==> config.mk <==
export PLATFORM = sky130hd
export DESIGN_NAME = sttc_reg
export DESIGN_NICKNAME = d
export VERILOG_FILES = /design/src/sttc_pkg.sv /design/src/sttc_safety_timer.sv /design/src/sttc_reg.sv
export SDC_FILE = /design/constraint.sdc
export NUM_CORES = 1
export LEC_CHECK = 0
export ABC_AREA = 1
export BUFFER_PORTS_ARGS = -buffer_cell sky130_fd_sc_hd__buf_2
export CORE_MARGIN = 2
export CORE_UTILIZATION = 60
export DETAILED_ROUTE_END_ITERATION = 16
export MAX_ROUTING_LAYER = met4
export PLACE_DENSITY = 0.79
export SETUP_SLACK_MARGIN = 0.4
export SYNTH_ARGS = -nofsm -noshare
export SYNTH_HDL_FRONTEND = slang
export SYNTH_HIERARCHICAL = 1
export SYNTH_SLANG_ARGS = --single-unit
==> constraint.sdc <==
create_clock -name clock_i -period 3.2 [get_ports clock_i]
set_clock_uncertainty 0.05 [all_clocks]
set_input_delay 0.48 -clock clock_i [delete_from_list [all_inputs] [get_ports clock_i]]
set_output_delay 0.48 -clock clock_i [all_outputs]
set_load 0.05 [all_outputs]
==> src/sttc_pkg.sv <==
// Shared constants of the safety timer and thermistor control register
package sttc_pkg;
    // ********************************************************
    // Register location and layout
    // ********************************************************
    localparam logic [7:0] STTC_REG_ADDR = 8'h07;
    localparam logic [7:0] STTC_RESET_VALUE = 8'h98;
    localparam logic [7:0] STTC_UNMAPPED_READ = 8'h00;
    localparam int STTC_HALF_SPEED_BIT = 7;
    localparam int STTC_LIMIT_HI_BIT = 6;
    localparam int STTC_LIMIT_LO_BIT = 5;
    localparam int STTC_SPARE_BIT = 4;
    localparam int STTC_MONITOR_EN_BIT = 3;
    localparam int STTC_FAULT_HI_BIT = 2;
    localparam int STTC_FAULT_LO_BIT = 1;
    localparam int STTC_HALF_CURRENT_BIT = 0;

    // ********************************************************
    // Field encodings
    // ********************************************************
    localparam logic [1:0] STTC_LIMIT_27_MIN = 2'h0;
    localparam logic [1:0] STTC_LIMIT_6_HOUR = 2'h1;
    localparam logic [1:0] STTC_LIMIT_9_HOUR = 2'h2;
    localparam logic [1:0] STTC_LIMIT_OFF = 2'h3;
    localparam logic [1:0] STTC_FAULT_NONE = 2'h0;
    localparam logic [1:0] STTC_FAULT_COLD_HOT = 2'h1;
    localparam logic [1:0] STTC_FAULT_COOL = 2'h2;
    localparam logic [1:0] STTC_FAULT_WARM = 2'h3;

    // ********************************************************
    // Timing
    // ********************************************************
    localparam int STTC_CLK_PERIOD_NS = 10;
    localparam int STTC_SECOND_NS = 1000000000;
    localparam int STTC_CYCLES_PER_SEC = STTC_SECOND_NS / STTC_CLK_PERIOD_NS;
    localparam int STTC_LIMIT_SHORT_MIN = 27;
    localparam int STTC_LIMIT_MID_HOUR = 6;
    localparam int STTC_LIMIT_LONG_HOUR = 9;
    localparam logic [15:0] STTC_LIMIT_SHORT_SEC =
        16'(STTC_LIMIT_SHORT_MIN * 60);
    localparam logic [15:0] STTC_LIMIT_MID_SEC =
        16'(STTC_LIMIT_MID_HOUR * 3600);
    localparam logic [15:0] STTC_LIMIT_LONG_SEC =
        16'(STTC_LIMIT_LONG_HOUR * 3600);
    localparam int STTC_VREG_REDUCE_MV = 140;
endpackage

==> src/sttc_safety_timer.sv <==
// Fast-charge safety timer with a half-speed mode
`timescale 1ns/1ps
`default_nettype none
module sttc_safety_timer
    import sttc_pkg::*;
#(
    parameter int CYCLES_PER_SEC = STTC_CYCLES_PER_SEC
) (
    input wire logic clock_i,
    input wire logic rst_n_i,
    input wire logic run_i,
    input wire logic restart_i,
    input wire logic slow_i,
    input wire logic [15:0] limit_sec_i,
    output logic expired_o
);
    initial begin
        if (CYCLES_PER_SEC < 2) begin
            $error("CYCLES_PER_SEC must be at least 2");
        end
    end

    logic [31:0] prescale;
    logic [15:0] seconds;
    logic half_phase;
    logic sec_tick;

    assign sec_tick = run_i && (prescale == 32'(CYCLES_PER_SEC - 1));

    always_ff @(posedge clock_i or negedge rst_n_i) begin
        if (!rst_n_i) begin
            prescale <= '0;
        end else if (restart_i || !run_i || sec_tick) begin
            prescale <= '0;
        end else begin
            prescale <= prescale + 32'h1;
        end
    end

    // Slowed mode counts only every second tick, doubling the limit
    always_ff @(posedge clock_i or negedge rst_n_i) begin
        if (!rst_n_i) begin
            half_phase <= 1'b0;
            seconds <= '0;
        end else if (restart_i) begin
            half_phase <= 1'b0;
            seconds <= '0;
        end else if (sec_tick && seconds != 16'hFFFF) begin
            half_phase <= slow_i ? !half_phase : 1'b0;
            if (!slow_i || half_phase) begin
                seconds <= seconds + 16'h1;
            end
        end
    end

    always_ff @(posedge clock_i or negedge rst_n_i) begin
        if (!rst_n_i) begin
            expired_o <= 1'b0;
        end else if (restart_i) begin
            expired_o <= 1'b0;
        end else if (run_i && seconds >= limit_sec_i) begin
            expired_o <= 1'b1;
        end
    end

    slow_hold_a: assert property (@(posedge clock_i) disable iff (!rst_n_i)
        sec_tick && slow_i && !half_phase && !restart_i
        |=> $stable(seconds))
        else $error("seconds advanced on skipped half-speed tick");
endmodule // sttc_safety_timer
`default_nettype wire

==> src/sttc_reg.sv <==
// Safety timer and thermistor monitor control and status register
//
// How it works
// - Half-speed bit halves timer under slowing conditions
// - Six conditions slow the timer
// - Half-speed bit clear: timer always normal rate
// - Limit field: 27 min, 6 h, 9 h, off
// - Monitor enable bit gates thermistor sensing, resets one
// - Fault code: none, cold/hot suspend, cool halves
// - Warm zone code 11 lowers voltage 140 mV
// - Half-current bit halves programmed charge current
// - Register at location 07, reset 1001 1xxx
`timescale 1ns/1ps
`default_nettype none
module sttc_reg
    import sttc_pkg::*;
#(
    parameter int CYCLES_PER_SEC = STTC_CYCLES_PER_SEC
) (
    input wire logic clock_i,
    input wire logic rst_n_i,
    input wire logic reg_wr_i,
    input wire logic reg_rd_i,
    input wire logic [7:0] reg_addr_i,
    input wire logic [7:0] reg_wdata_i,
    output logic [7:0] reg_rdata_o,
    input wire logic charge_active_i,
    input wire logic input_current_limit_i,
    input wire logic input_voltage_regulation_i,
    input wire logic thermal_regulation_i,
    input wire logic battery_short_condition_i,
    input wire logic below_cold_threshold_i,
    input wire logic above_hot_threshold_i,
    input wire logic in_cool_zone_i,
    input wire logic in_warm_zone_i,
    output logic timer_slow_o,
    output logic timer_expired_o,
    output logic thermistor_monitor_enable_o,
    output logic charge_suspend_o,
    output logic charge_current_half_o,
    output logic charge_voltage_reduce_o
);
    // ********************************************************
    // Reset release
    // ********************************************************
    logic rst_meta_n;
    logic rst_sync_n;

    always_ff @(posedge clock_i or negedge rst_n_i) begin
        if (!rst_n_i) begin
            rst_meta_n <= 1'b0;
            rst_sync_n <= 1'b0;
        end else begin
            rst_meta_n <= 1'b1;
            rst_sync_n <= rst_meta_n;
        end
    end

    // ********************************************************
    // Register fields
    // ********************************************************
    logic timer_half_speed_enable;
    logic [1:0] timer_limit_sel;
    logic spare_bit;
    logic thermistor_monitor_enable;
    logic [1:0] thermistor_fault_code;
    logic half_current_charge;
    logic reg_hit;
    logic [7:0] reg_value;

    assign reg_hit = reg_addr_i == STTC_REG_ADDR;

    // Fault code bits are not written; host data there is dropped
    always_ff @(posedge clock_i or negedge rst_sync_n) begin
        if (!rst_sync_n) begin
            timer_half_speed_enable <= STTC_RESET_VALUE[STTC_HALF_SPEED_BIT];
            timer_limit_sel <=
                STTC_RESET_VALUE[STTC_LIMIT_HI_BIT:STTC_LIMIT_LO_BIT];
            spare_bit <= STTC_RESET_VALUE[STTC_SPARE_BIT];
            thermistor_monitor_enable <=
                STTC_RESET_VALUE[STTC_MONITOR_EN_BIT];
            half_current_charge <= STTC_RESET_VALUE[STTC_HALF_CURRENT_BIT];
        end else if (reg_wr_i && reg_hit) begin
            timer_half_speed_enable <= reg_wdata_i[STTC_HALF_SPEED_BIT];
            timer_limit_sel <=
                reg_wdata_i[STTC_LIMIT_HI_BIT:STTC_LIMIT_LO_BIT];
            spare_bit <= reg_wdata_i[STTC_SPARE_BIT];
            thermistor_monitor_enable <= reg_wdata_i[STTC_MONITOR_EN_BIT];
            half_current_charge <= reg_wdata_i[STTC_HALF_CURRENT_BIT];
        end
    end

    assign reg_value = {timer_half_speed_enable, timer_limit_sel, spare_bit,
        thermistor_monitor_enable, thermistor_fault_code,
        half_current_charge};

    always_ff @(posedge clock_i or negedge rst_sync_n) begin
        if (!rst_sync_n) begin
            reg_rdata_o <= STTC_UNMAPPED_READ;
        end else if (reg_rd_i) begin
            reg_rdata_o <= reg_hit ? reg_value : STTC_UNMAPPED_READ;
        end
    end

    // ********************************************************
    // Thermistor zones
    // ********************************************************
    logic [1:0] next_fault_code;

    // Out-of-range wins over cool, cool over warm
    always_comb begin
        next_fault_code = STTC_FAULT_NONE;
        if (!thermistor_monitor_enable) begin
            next_fault_code = STTC_FAULT_NONE;
        end else if (below_cold_threshold_i || above_hot_threshold_i) begin
            next_fault_code = STTC_FAULT_COLD_HOT;
        end else if (in_cool_zone_i) begin
            next_fault_code = STTC_FAULT_COOL;
        end else if (in_warm_zone_i) begin
            next_fault_code = STTC_FAULT_WARM;
        end
    end

    always_ff @(posedge clock_i or negedge rst_sync_n) begin
        if (!rst_sync_n) begin
            thermistor_fault_code <= STTC_FAULT_NONE;
        end else begin
            thermistor_fault_code <= next_fault_code;
        end
    end

    always_ff @(posedge clock_i or negedge rst_sync_n) begin
        if (!rst_sync_n) begin
            charge_suspend_o <= 1'b0;
            charge_current_half_o <= 1'b0;
            charge_voltage_reduce_o <= 1'b0;
            thermistor_monitor_enable_o <= 1'b1;
        end else begin
            charge_suspend_o <= thermistor_fault_code == STTC_FAULT_COLD_HOT;
            charge_current_half_o <= half_current_charge ||
                thermistor_fault_code == STTC_FAULT_COOL;
            charge_voltage_reduce_o <=
                thermistor_fault_code == STTC_FAULT_WARM;
            thermistor_monitor_enable_o <= thermistor_monitor_enable;
        end
    end

    // ********************************************************
    // Safety timer
    // ********************************************************
    logic slow_cond;
    logic [15:0] limit_sec;
    logic timer_run;
    logic timer_restart;
    logic timer_expired;
    logic charge_prev;
    logic [1:0] limit_prev;

    assign slow_cond = input_current_limit_i || input_voltage_regulation_i
        || thermal_regulation_i || half_current_charge
        || battery_short_condition_i
        || thermistor_fault_code == STTC_FAULT_COOL;

    always_comb begin
        unique case (timer_limit_sel)
            STTC_LIMIT_27_MIN: limit_sec = STTC_LIMIT_SHORT_SEC;
            STTC_LIMIT_6_HOUR: limit_sec = STTC_LIMIT_MID_SEC;
            STTC_LIMIT_9_HOUR: limit_sec = STTC_LIMIT_LONG_SEC;
            STTC_LIMIT_OFF: limit_sec = 16'hFFFF;
        endcase
    end

    assign timer_run = charge_active_i && timer_limit_sel != STTC_LIMIT_OFF;

    // A new charge or a new limit starts the count afresh
    assign timer_restart = (charge_active_i && !charge_prev)
        || timer_limit_sel != limit_prev;

    always_ff @(posedge clock_i or negedge rst_sync_n) begin
        if (!rst_sync_n) begin
            charge_prev <= 1'b0;
            limit_prev <= STTC_RESET_VALUE[STTC_LIMIT_HI_BIT:STTC_LIMIT_LO_BIT];
        end else begin
            charge_prev <= charge_active_i;
            limit_prev <= timer_limit_sel;
        end
    end

    sttc_safety_timer #(
        .CYCLES_PER_SEC(CYCLES_PER_SEC)
    ) u_timer (
        .clock_i(clock_i),
        .rst_n_i(rst_sync_n),
        .run_i(timer_run),
        .restart_i(timer_restart),
        .slow_i(timer_slow_o),
        .limit_sec_i(limit_sec),
        .expired_o(timer_expired)
    );

    always_ff @(posedge clock_i or negedge rst_sync_n) begin
        if (!rst_sync_n) begin
            timer_slow_o <= 1'b0;
            timer_expired_o <= 1'b0;
        end else begin
            timer_slow_o <= timer_half_speed_enable && slow_cond;
            timer_expired_o <= timer_expired &&
                timer_limit_sel != STTC_LIMIT_OFF;
        end
    end

    // ********************************************************
    // Checks
    // ********************************************************
    slow_when_enabled_a: assert property (@(posedge clock_i)
        disable iff (!rst_sync_n)
        timer_half_speed_enable && thermal_regulation_i
        |=> timer_slow_o)
        else $error("timer not slowed under thermal regulation");
    slow_cond_set_a: assert property (@(posedge clock_i)
        disable iff (!rst_sync_n)
        timer_half_speed_enable && battery_short_condition_i
        |=> timer_slow_o)
        else $error("battery short did not slow the timer");
    never_slow_a: assert property (@(posedge clock_i)
        disable iff (!rst_sync_n)
        !timer_half_speed_enable |=> !timer_slow_o)
        else $error("timer slowed while half speed disabled");
    timer_off_a: assert property (@(posedge clock_i)
        disable iff (!rst_sync_n)
        timer_limit_sel == STTC_LIMIT_OFF |=> !timer_expired_o)
        else $error("expiry reported with timers disabled");
    monitor_off_a: assert property (@(posedge clock_i)
        disable iff (!rst_sync_n)
        !thermistor_monitor_enable |=> thermistor_fault_code == 2'h0)
        else $error("fault code set while monitor disabled");
    cold_fault_a: assert property (@(posedge clock_i)
        disable iff (!rst_sync_n)
        thermistor_monitor_enable && below_cold_threshold_i
        |=> thermistor_fault_code == 2'h1 ##1 charge_suspend_o)
        else $error("cold zone not reported or not suspended");
    warm_reduce_a: assert property (@(posedge clock_i)
        disable iff (!rst_sync_n)
        thermistor_fault_code == 2'h3 |=> charge_voltage_reduce_o)
        else $error("warm zone did not lower charge voltage");
    half_current_a: assert property (@(posedge clock_i)
        disable iff (!rst_sync_n)
        half_current_charge |=> charge_current_half_o)
        else $error("half current bit not applied");
    read_value_a: assert property (@(posedge clock_i)
        disable iff (!rst_sync_n)
        reg_rd_i && reg_addr_i == 8'h07
        |=> reg_rdata_o == $past(reg_value))
        else $error("register read returned wrong value");
    spare_store_a: assert property (@(posedge clock_i)
        disable iff (!rst_sync_n)
        reg_wr_i && reg_addr_i == 8'h07
        |=> spare_bit == $past(reg_wdata_i[4]))
        else $error("spare bit did not store written value");
endmodule // sttc_reg
`default_nettype wire

# Word level (Yosys, flattened, before mapping)
# Cells that the tools add are included.
# totals
register_bits,77
latch_bits,0
ramBits,0
rom_bits,0
input_bits,29
out_inout_bits,14
n_memories,0
# classes
addsub,2
multipliers,0
div_mod_pow,0
magnitude_cmp,1
n_eq_ne,11
n_shift,0
n_mux,15
n_bitwise,0
reduce_logical,28
# ops
cell,n
case mux 16 bit (4 select lines),1
2-to-1 mux 16 bit,3
adder 32 x 1 -> 32 bit (second input constant),1
equality test 32 x 27 -> 1 bit (second input constant),1
2-to-1 mux 32 bit,1
adder 16 x 1 -> 16 bit (second input constant),1
>= comparator 16 bit,1
inequality test 16 bit (second input constant),1
logical OR 1 bit,11
equality test 2 bit (second input constant),4
equality test 8 x 3 -> 1 bit (second input constant),1
logical AND 1 bit,8
2-to-1 mux 2 bit,4
2-to-1 mux 8 bit,1
nonzero test 2 bit,3
2-to-1 mux 1 bit,5
equality test 2 x 1 -> 1 bit (second input constant),2
zero test 1 bit,4
zero test 2 bit,1
inequality test 2 bit,1
inequality test 2 bit (second input constant),1
AND reduction 2 bit,1

# Depth between registers and ports, before layout
# Gate-level depths: netlist (run 1).
# depth
depth_word,6
mapped_depth,15
depth_no_buf,15

# By module
# The synthesis (run 1) kept the hierarchy.
# modules_own_cells
mod,instances,cells_each,area_per_inst_um2,seq_area_each_um2
sttc_safety_timer,1,492,3544.6,1251.2
sttc_reg,1,123,1244.9,680.7

# Worst setup path after synthesis (run 1)
# No wires, ideal clock.
# synth_timing
path_kind,register to register
startpoint,register timer_limit_sel[0]
endpoint,register u_timer.expired_o
setup_ns,0.116
arrival_time_ns,1.825
required_time_ns,3.034
path_slack_ns,1.209
stages_incl_launch_ff,11
path_buffers,0
synth_period_minus_slack_ns,1.991
path_cell_list,dfrtp_1 > ha_1 > or2_2 > inv_1 > ha_1 > a21oi_1 > o21ai_0 > a21oi_1 > nand3_1 > nand2_1 > nand2_1
# synth_between
elab_chain_cells,5
elab_cells_between_ends,13
cone_classes,1 x order compare; 5 x eq/ne; 2 x mux; 5 x reduce/logical
# synth_lines
item,line_no,source
from (decl),sttc_reg.sv:63,logic [1:0] timer_limit_sel;
from (signal assigned),sttc_reg.sv:77,timer_limit_sel <=
from (signal assigned),sttc_reg.sv:85,timer_limit_sel <=
equality test 2 bit (tied with other cells),sttc_reg.sv:165,unique case (timer_limit_sel)
case mux 16 bit (4 select lines) (*),sttc_reg.sv:165,
net limit_sec[0],sttc_reg.sv:152,logic [15:0] limit_sec;
>= comparator 16 bit (*),sttc_safety_timer.sv:61,end else if (run_i && seconds >= limit_sec_i) begin
logical AND 1 bit (*),sttc_safety_timer.sv:61,
nonzero test 2 bit (no source line) (*),--,
to (signal assigned),sttc_safety_timer.sv:58,expired_o <= 1'b0;
to (signal assigned),sttc_safety_timer.sv:60,expired_o <= 1'b0;
to (signal assigned),sttc_safety_timer.sv:62,expired_o <= 1'b1;
to (decl),sttc_safety_timer.sv:15,output logic expired_o
# Mark *: on every way through the listed nets, which the timed path passes. The rest lies on a longest branch. The select of a mux whose other input is x is not followed.
# A chain may end at the register's enable or synchronous reset.

# Worst setup path in the final report (run 1)
# layout_timing
startpoint,register timer_limit_sel[0]
endpoint,register u_timer.seconds[0]
# layout_between
elab_chain_cells,6
elab_cells_between_ends,10
cone_classes,2 x eq/ne; 1 x mux; 7 x reduce/logical
# layout_lines
item,line_no,source
inequality test 2 bit,sttc_reg.sv:173,assign timer_run = charge_active_i && timer_limit_sel != STTC_LIMIT_OFF;
logical AND 1 bit,sttc_reg.sv:173,
net timer_run,sttc_reg.sv:153,logic timer_run;
logical AND 1 bit,sttc_safety_timer.sv:28,assign sec_tick = run_i && (prescale == 32'(CYCLES_PER_SEC - 1));
logical AND 1 bit,sttc_safety_timer.sv:48,end else if (sec_tick && seconds != 16'hFFFF) begin
nonzero test 2 bit (no source line),--,
AND reduction 2 bit (no source line),--,
to (signal assigned),sttc_safety_timer.sv:51,seconds <= seconds + 16'h1;
to (decl),sttc_safety_timer.sv:24,logic [15:0] seconds;
# The timed path passes the listed nets, and every way through them passes these cells.

==> results of run 1 <==
-- critical path, stage by stage (launching register included) --
cell and delay, ps:
dfrtp_1 480, ha_1 370, nor2_1 260, nand2_1 110, nor2_1 180, nand3_2 110
nor2_4 100, nand3_2 90, nand2_4 220, nand2_8 170, nand2_1 90, nand2_1 50
-- metrics by stage --
step | total power, mW | util, % | cells | instance area [sq um] | hold slack (ps)
3_3_place_gp | 1.34 | 65.9 | 752 | 5100 | 215
4_1_cts | 2.04 | 68.5 | 769 | 5290 | 193
5_1_grt | 2.13 | 68.5 | 769 | 5290 | 192
2_1_floorplan | 1.28 | - | 616 | 4790 | 134
3_5_place_dp | 1.35 | 65.9 | 752 | 5100 | 216
6_report | 2.03 | 68.5 | 769 | 5290 | 201
-- cell usage after synthesis --
cell,number
nand3_4,1
nand2_8,1
xnor2_1,12
nand4_1,14
nand4_2,1
nand2_4,4
a21o_1,1
o211ai_1,1
nand3_1,34
nand2_1,150
nand2_2,24
clkbuf_1,1
conb_1,1
nor2_1,102
nand3b_1,1
xor2_1,25
o21bai_1,1
o21a_1,2
or2_2,1
buf_4,1
a21oi_1,11
nor2_8,2
nor3_2,2
dfstp_2,4
o21ai_2,8
nor2_2,4
inv_1,71
and2_1,1
nor2_4,3
nor3_1,14
inv_2,4
nor4_1,1
buf_2,6
dfrtp_1,73
ha_1,24
o21ai_0,4
nand3_2,4
buf_12,1
-- power groups by stage --
stage | Clock (mW) | Combinational (mW) | Sequential (mW)
after detailed placement | 0 | 0.279 | 1.07
after global routing | 0.753 | 0.319 | 1.06
final | 0.698 | 0.280 | 1.05
after floorplan | 0 | 0.201 | 1.08
after CTS | 0.707 | 0.282 | 1.05
after global placement | 0 | 0.263 | 1.07
-- cell type report --
class / count / area [sq um]
well taps: 102 / 128
flip-flops and latches: 77 / 1930
inverters: 75 / 282
multi-input cells: 455 / 2520
clock buffers: 10 / 138
clock inverters: 6 / 46.3
fillers: 665 / 2440
repair buffers: 44 / 245
-- flip-flops by register name, summed over array words and instances, names as in the netlist, 2 cells and up --
signal and count:
u_timer/prescale 32, thermistor_fault_code 2, u_timer/seconds 16, timer_limit_sel 2, limit_prev 2, reg_rdata_o 8
-- layer usage --
layer	wire length [microns]	GRT usage (%)	vias to the layer above
met3	543	5.96	22
met4	153	8.09	0
met2	4930	43.6	123
li1	-	-	2009
met1	4980	36.7	1921
met5	0	-	-
-- logic make-up after synthesis --
logic type | after synthesis
and+or+nand+nor | 364
buffers and inverters | 84
DFF | 77
xor gates and xnor gates | 37
AOI/OAI and AO/OA | 28
adders and majority gates | 24
other | 1
-- what timing repair did --
action | 4_1_cts | 5_1_grt
buffers inserted | 0 | 0
endpoints found under the hold margin | 2 | 0
endpoints found under the setup margin | 0 | 0
hold buffers | 1 | 0
-- how the worst max path moves through the flow --
stage	from	to	slack [ps]	cells after the start
2_1_floorplan	rst_sync_n	charge_current_half_o	850	0
6_report	timer_limit_sel[0]	u_timer/seconds[0]	790	11
3_3_place_gp	timer_limit_sel[0]	u_timer/seconds[0]	920	11
4_1_cts	timer_limit_sel[0]	u_timer/seconds[0]	800	11
5_1_grt	timer_limit_sel[0]	u_timer/seconds[3]	550	11
3_5_place_dp	timer_limit_sel[0]	u_timer/seconds[3]	860	11
==> flow_summary.json, run 1 <==
{
  "yosys_warnings": 6,
  "cts_buffer_depth": 2,
  "cts_num_sinks": 77,
  "groute.usage.overall_pct": 27.8,
  "yosysSeqAreaShare_pct": 40.3,
  "grt.overflow.total": 0,
  "reg2reg_depth": 11,
  "htreeDepth": 3,
  "area_growth_pct": 10.4,
  "pre_cts_ws_ps": 861,
  "hp-class": "input pin to flip-flop",
  "viasPerCell": 5.30,
  "setup_viol": 0,
  "dr.pass1.iters": 7,
  "pwr-share-comb_pct": 13.8,
  "r2r_setup_slack_ps": 790,
  "mostFrequentLayoutCell": "nand2_1",
  "antenna_found_initial": 0,
  "p_leak_nw": 2.57,
  "portBuffers": 40,
  "power.internal_mw": 1.41,
  "path_clk_slew_ps": 80,
  "ys_seq_elements": 77,
  "cts_resized": 0,
  "cp.arrival_ps": 2590,
  "synth-simple-area-share_pct": 35.6,
  "yosys-top-cells-area": "dfrtp_1 (38%), nand2_1 (12%), nor2_1 (8.0%)",
  "avgRoutedWirePerCell_microns": 13.8,
  "powerDensity_nw_per_um2": 384,
  "cp_max_fo": 19,
  "yosysTopAreaCellShare_pct": 38.1,
  "drc_errors": 0,
  "fin_tns_setup_ps": 0,
  "tightest_slew_ps": 558,
  "drt_iter0_drc": 204,
  "synth_xor_area_share_pct": 6.77,
  "synthMuxAreaShare_pct": 0,
  "drive_gt1_share_pct": 18.4,
  "outcome": "completed",
  "clock_latency_ps": 360,
  "peakVddDrop_mv": 0.333,
  "synth_compound_area_share_pct": 3.81,
  "synth_top_family_by_area": "simple AND/OR/NAND/NOR gates",
  "grt_max_degree": 51,
  "die_h_microns": 93.3,
  "grt_pass1_vias": 4130,
  "slew_violations": 0,
  "p_sw_mw": 0.624,
  "start_kind": "flip-flop",
  "regToRegEndpoint": "u_timer/seconds[0]",
  "crit_type": "flip-flop to flip-flop",
  "core-area_sq_um": 7730,
  "row_count": 32,
  "initial_core_util_pct": 62.0,
  "clkPwrFrac_pct": 34.3,
  "synthCells": 615,
  "cap_violations": 0,
  "wirelength_microns": 10600,
  "relSlewSlack_pct": 62.8,
  "syn_area_per_cell_sq_um": 7.79,
  "place_hpwl_microns": 7900,
  "sw_frac_of_total_pct": 30.7,
  "yosys.area_share.adder_pct": 6.27,
  "dieArea_sq_um": 8710,
  "num_io_pins": 43,
  "mostFrequentLayoutCells": "nand2_1 (150), nor2_1 (102), dfrtp_1 (72), inv_1 (71), buf_2 (40)",
  "rsz0062_at_grt": "false",
  "hold_violations": 0,
  "yosysTopAreaCell": "dfrtp_1",
  "syn_area_sq_um": 4790,
  "synth_cell_types": 38,
  "seqPwrFrac_pct": 51.9,
  "drtAntennaViolNets": 0,
  "min-delay-start": "charge_active_i",
  "reg2reg_from": "timer_limit_sel[0]",
  "cts_buffers": 9,
  "period_minus_slack_ps": 2410,
  "timing.fmax_mhz": 416,
  "finalCritPeriodShare_pct": 75.2,
  "cts_tree": "done",
  "antenna_cells": 0,
  "holdPathStages": 1,
  "fin_ws_ps": 794,
  "num_vias": 4075,
  "final_nets": 715,
  "die_w_microns": 93.3,
  "clockRootBuffer": "clkbuf_8",
  "gp_congestion": 0.911,
  "worstPathRequired_ps": 3390,
  "whs_endpoint": "charge_prev",
  "end_kind": "flip-flop",
  "grt_pass1_wl_microns": 18600
}
Power figures use the tool's default switching activity.
==> inputs of run 2 (changes only) <==
Clock period 3.2 ns to 2.4 ns, I/O delays scaled along.
==> run 2 against run 1 <==
  * Critical path depth up 1
  * Final area grew 6.4%
  * Final cell count rose by 1.7%
  * First-iteration DRC count increased by 41%
  * Clock power grew 46%
  * Count of clock-buffer cells in the layout is 1 lower
  * Die area stayed put
  * Register-to-register slack worse by 390 ps
  * Maximum frequency is 21% higher
  * Wire length rose by 2.6%
  * Critical path type unchanged
  * Highest routed layer unchanged
==> flow_summary.json, run 2 (synthesis results as in run 1) <==
{
  "final_nets": 728,
  "mostFrequentLayoutCells": "nand2_1 (145), nor2_1 (101), dfrtp_1 (71), inv_1 (63), buf_2 (40)",
  "cts_num_sinks": 77,
  "hold_violations": 0,
  "regArea_sq_um": 1930,
  "multi_input_area_sq_um": 2680,
  "worstPathRequired_ps": 2580,
  "die_w_microns": 93.3,
  "period_minus_slack_ps": 1990,
  "pre_cts_ws_ps": 186,
  "row_count": 32,
  "start_kind": "flip-flop",
  "crit_type": "flip-flop to flip-flop",
  "htreeDepth": 3,
  "drc_errors": 0,
  "outcome": "completed",
  "fin_tns_setup_ps": 0,
  "area_growth_pct": 17.5,
  "gp_congestion": 0.895,
  "peakVddDrop_mv": 0.379,
  "reg.largest.list": "u_timer/prescale: 32 flops, u_timer/seconds: 16 flops, reg_rdata_o: 8 flops",
  "cts_buffer_depth": 2,
  "clock_latency_ps": 340,
  "cp_max_fo": 4,
  "dr.pass1.iters": 5,
  "clockRootBuffer": "clkbuf_8",
  "regToRegEndpoint": "u_timer/expired_o",
  "cap_violations": 0,
  "path_clk_slew_ps": 80,
  "grt_pass1_vias": 3908,
  "drtAntennaViolNets": 0,
  "p_leak_nw": 2.67,
  "cp.arrival_ps": 2180,
  "setup_viol": 0,
  "core-area_sq_um": 7730,
  "avgRoutedWirePerCell_microns": 13.9,
  "antenna_cells": 0,
  "antenna_found_initial": 0,
  "whs_endpoint": "charge_prev",
  "viasPerCell": 5.30,
  "num_io_pins": 43,
  "reg2reg_depth": 12,
  "portBuffers": 40,
  "mostFrequentLayoutCell": "nand2_1",
  "holdPathStages": 1,
  "grt_pass1_wl_microns": 18000,
  "cts_buffers": 9,
  "powerDensity_nw_per_um2": 514,
  "cts_tree": "done",
  "end_kind": "flip-flop",
  "fin_ws_ps": 407,
  "r2r_setup_slack_ps": 410,
  "slew_violations": 0,
  "grt.overflow.total": 0,
  "groute.usage.overall_pct": 26.6,
  "drive_gt1_share_pct": 24.3,
  "largest_register_ffs": 32,
  "timing.fmax_mhz": 502,
  "rsz0062_at_grt": "true",
  "wirelength_microns": 10900,
  "initial_core_util_pct": 62.0,
  "grt_max_degree": 76,
  "reg2reg_from": "timer_limit_sel[1]",
  "drt_iter0_drc": 287,
  "place_hpwl_microns": 7770,
  "nFillCells": 557,
  "num_vias": 4143,
  "largest-register": "u_timer/prescale",
  "die_h_microns": 93.3,
  "dieArea_sq_um": 8710,
  "finalCritPeriodShare_pct": 83.1,
  "hp-class": "input pin to flip-flop",
  "min-delay-start": "charge_active_i"
}
-- run 2: layout make-up --
type	instances	area share, %
clock buffers	9	2.20
clock inverters	7	1.47
inverters	75	5.09
multi-input cells	455	47.7
flip-flops and latches	77	34.4
well taps	102	2.27
repair buffers	57	6.89
-- run 2: through the flow --
stage	instance area, sq um	hold slack [ps]	total power, mW	utilization, %	instances
floorplan	4790	14.4	1.71	-	616
global placement	5140	94.8	1.80	66.6	755
detailed placement	5140	100	1.83	66.6	755
CTS	5460	88.9	2.85	70.7	777
global route	5630	90.2	3.02	72.8	782
finish	5630	102	2.89	72.8	782
-- run 2: repair_timing --
action	CTS	global route
buffers inserted	5	5
resized for setup	12	29
endpoints found under the hold margin	2	0
endpoints found under the setup margin	48	41
pin swaps	5	18
hold buffers	1	0
-- run 2: metal layers --
layer	routed length (microns)	GRT usage [%]	up-vias
li1	-	-	2041
met1	4930	36.4	1955
met2	5290	42.9	133
met3	536	2.98	14
met4	116	6.74	0
met5	0	-	-
-- run 2: worst max-delay path, cell delays in order (launching register included) --
cell	delay (ps)
dfrtp_1	420
buf_6	150
ha_4	150
or2_4	270
inv_2	70
ha_4	200
a21oi_2	120
o21a_1	140
nand2_1	50
nand2_1	90
nand3_2	90
nand2_1	60
nand2_1	40
-- run 2: where the power goes --
group / internal [mW] / switching (mW) / total (mW)
Combinational: 0.182 / 0.296 / 0.478
Clock: 0.495 / 0.521 / 1.02
Sequential: 1.34 / 0.0595 / 1.40
Total: 2.02 / 0.876 / 2.89
-- run 2: worst max path at each step --
| stage | to | slack [ps] | cells past startpoint | startpoint |
|---|---|---|---|---|
| 2_1_floorplan | u_timer/expired_o | 410 | 10 | timer_limit_sel[0] |
| 3_3_place_gp | u_timer/expired_o | 230 | 10 | timer_limit_sel[0] |
| 3_5_place_dp | u_timer/expired_o | 190 | 10 | timer_limit_sel[0] |
| 4_1_cts | u_timer/expired_o | 390 | 11 | timer_limit_sel[1] |
| 5_1_grt | u_timer/expired_o | 320 | 14 | timer_limit_sel[1] |
| 6_report | u_timer/expired_o | 410 | 12 | timer_limit_sel[1] |
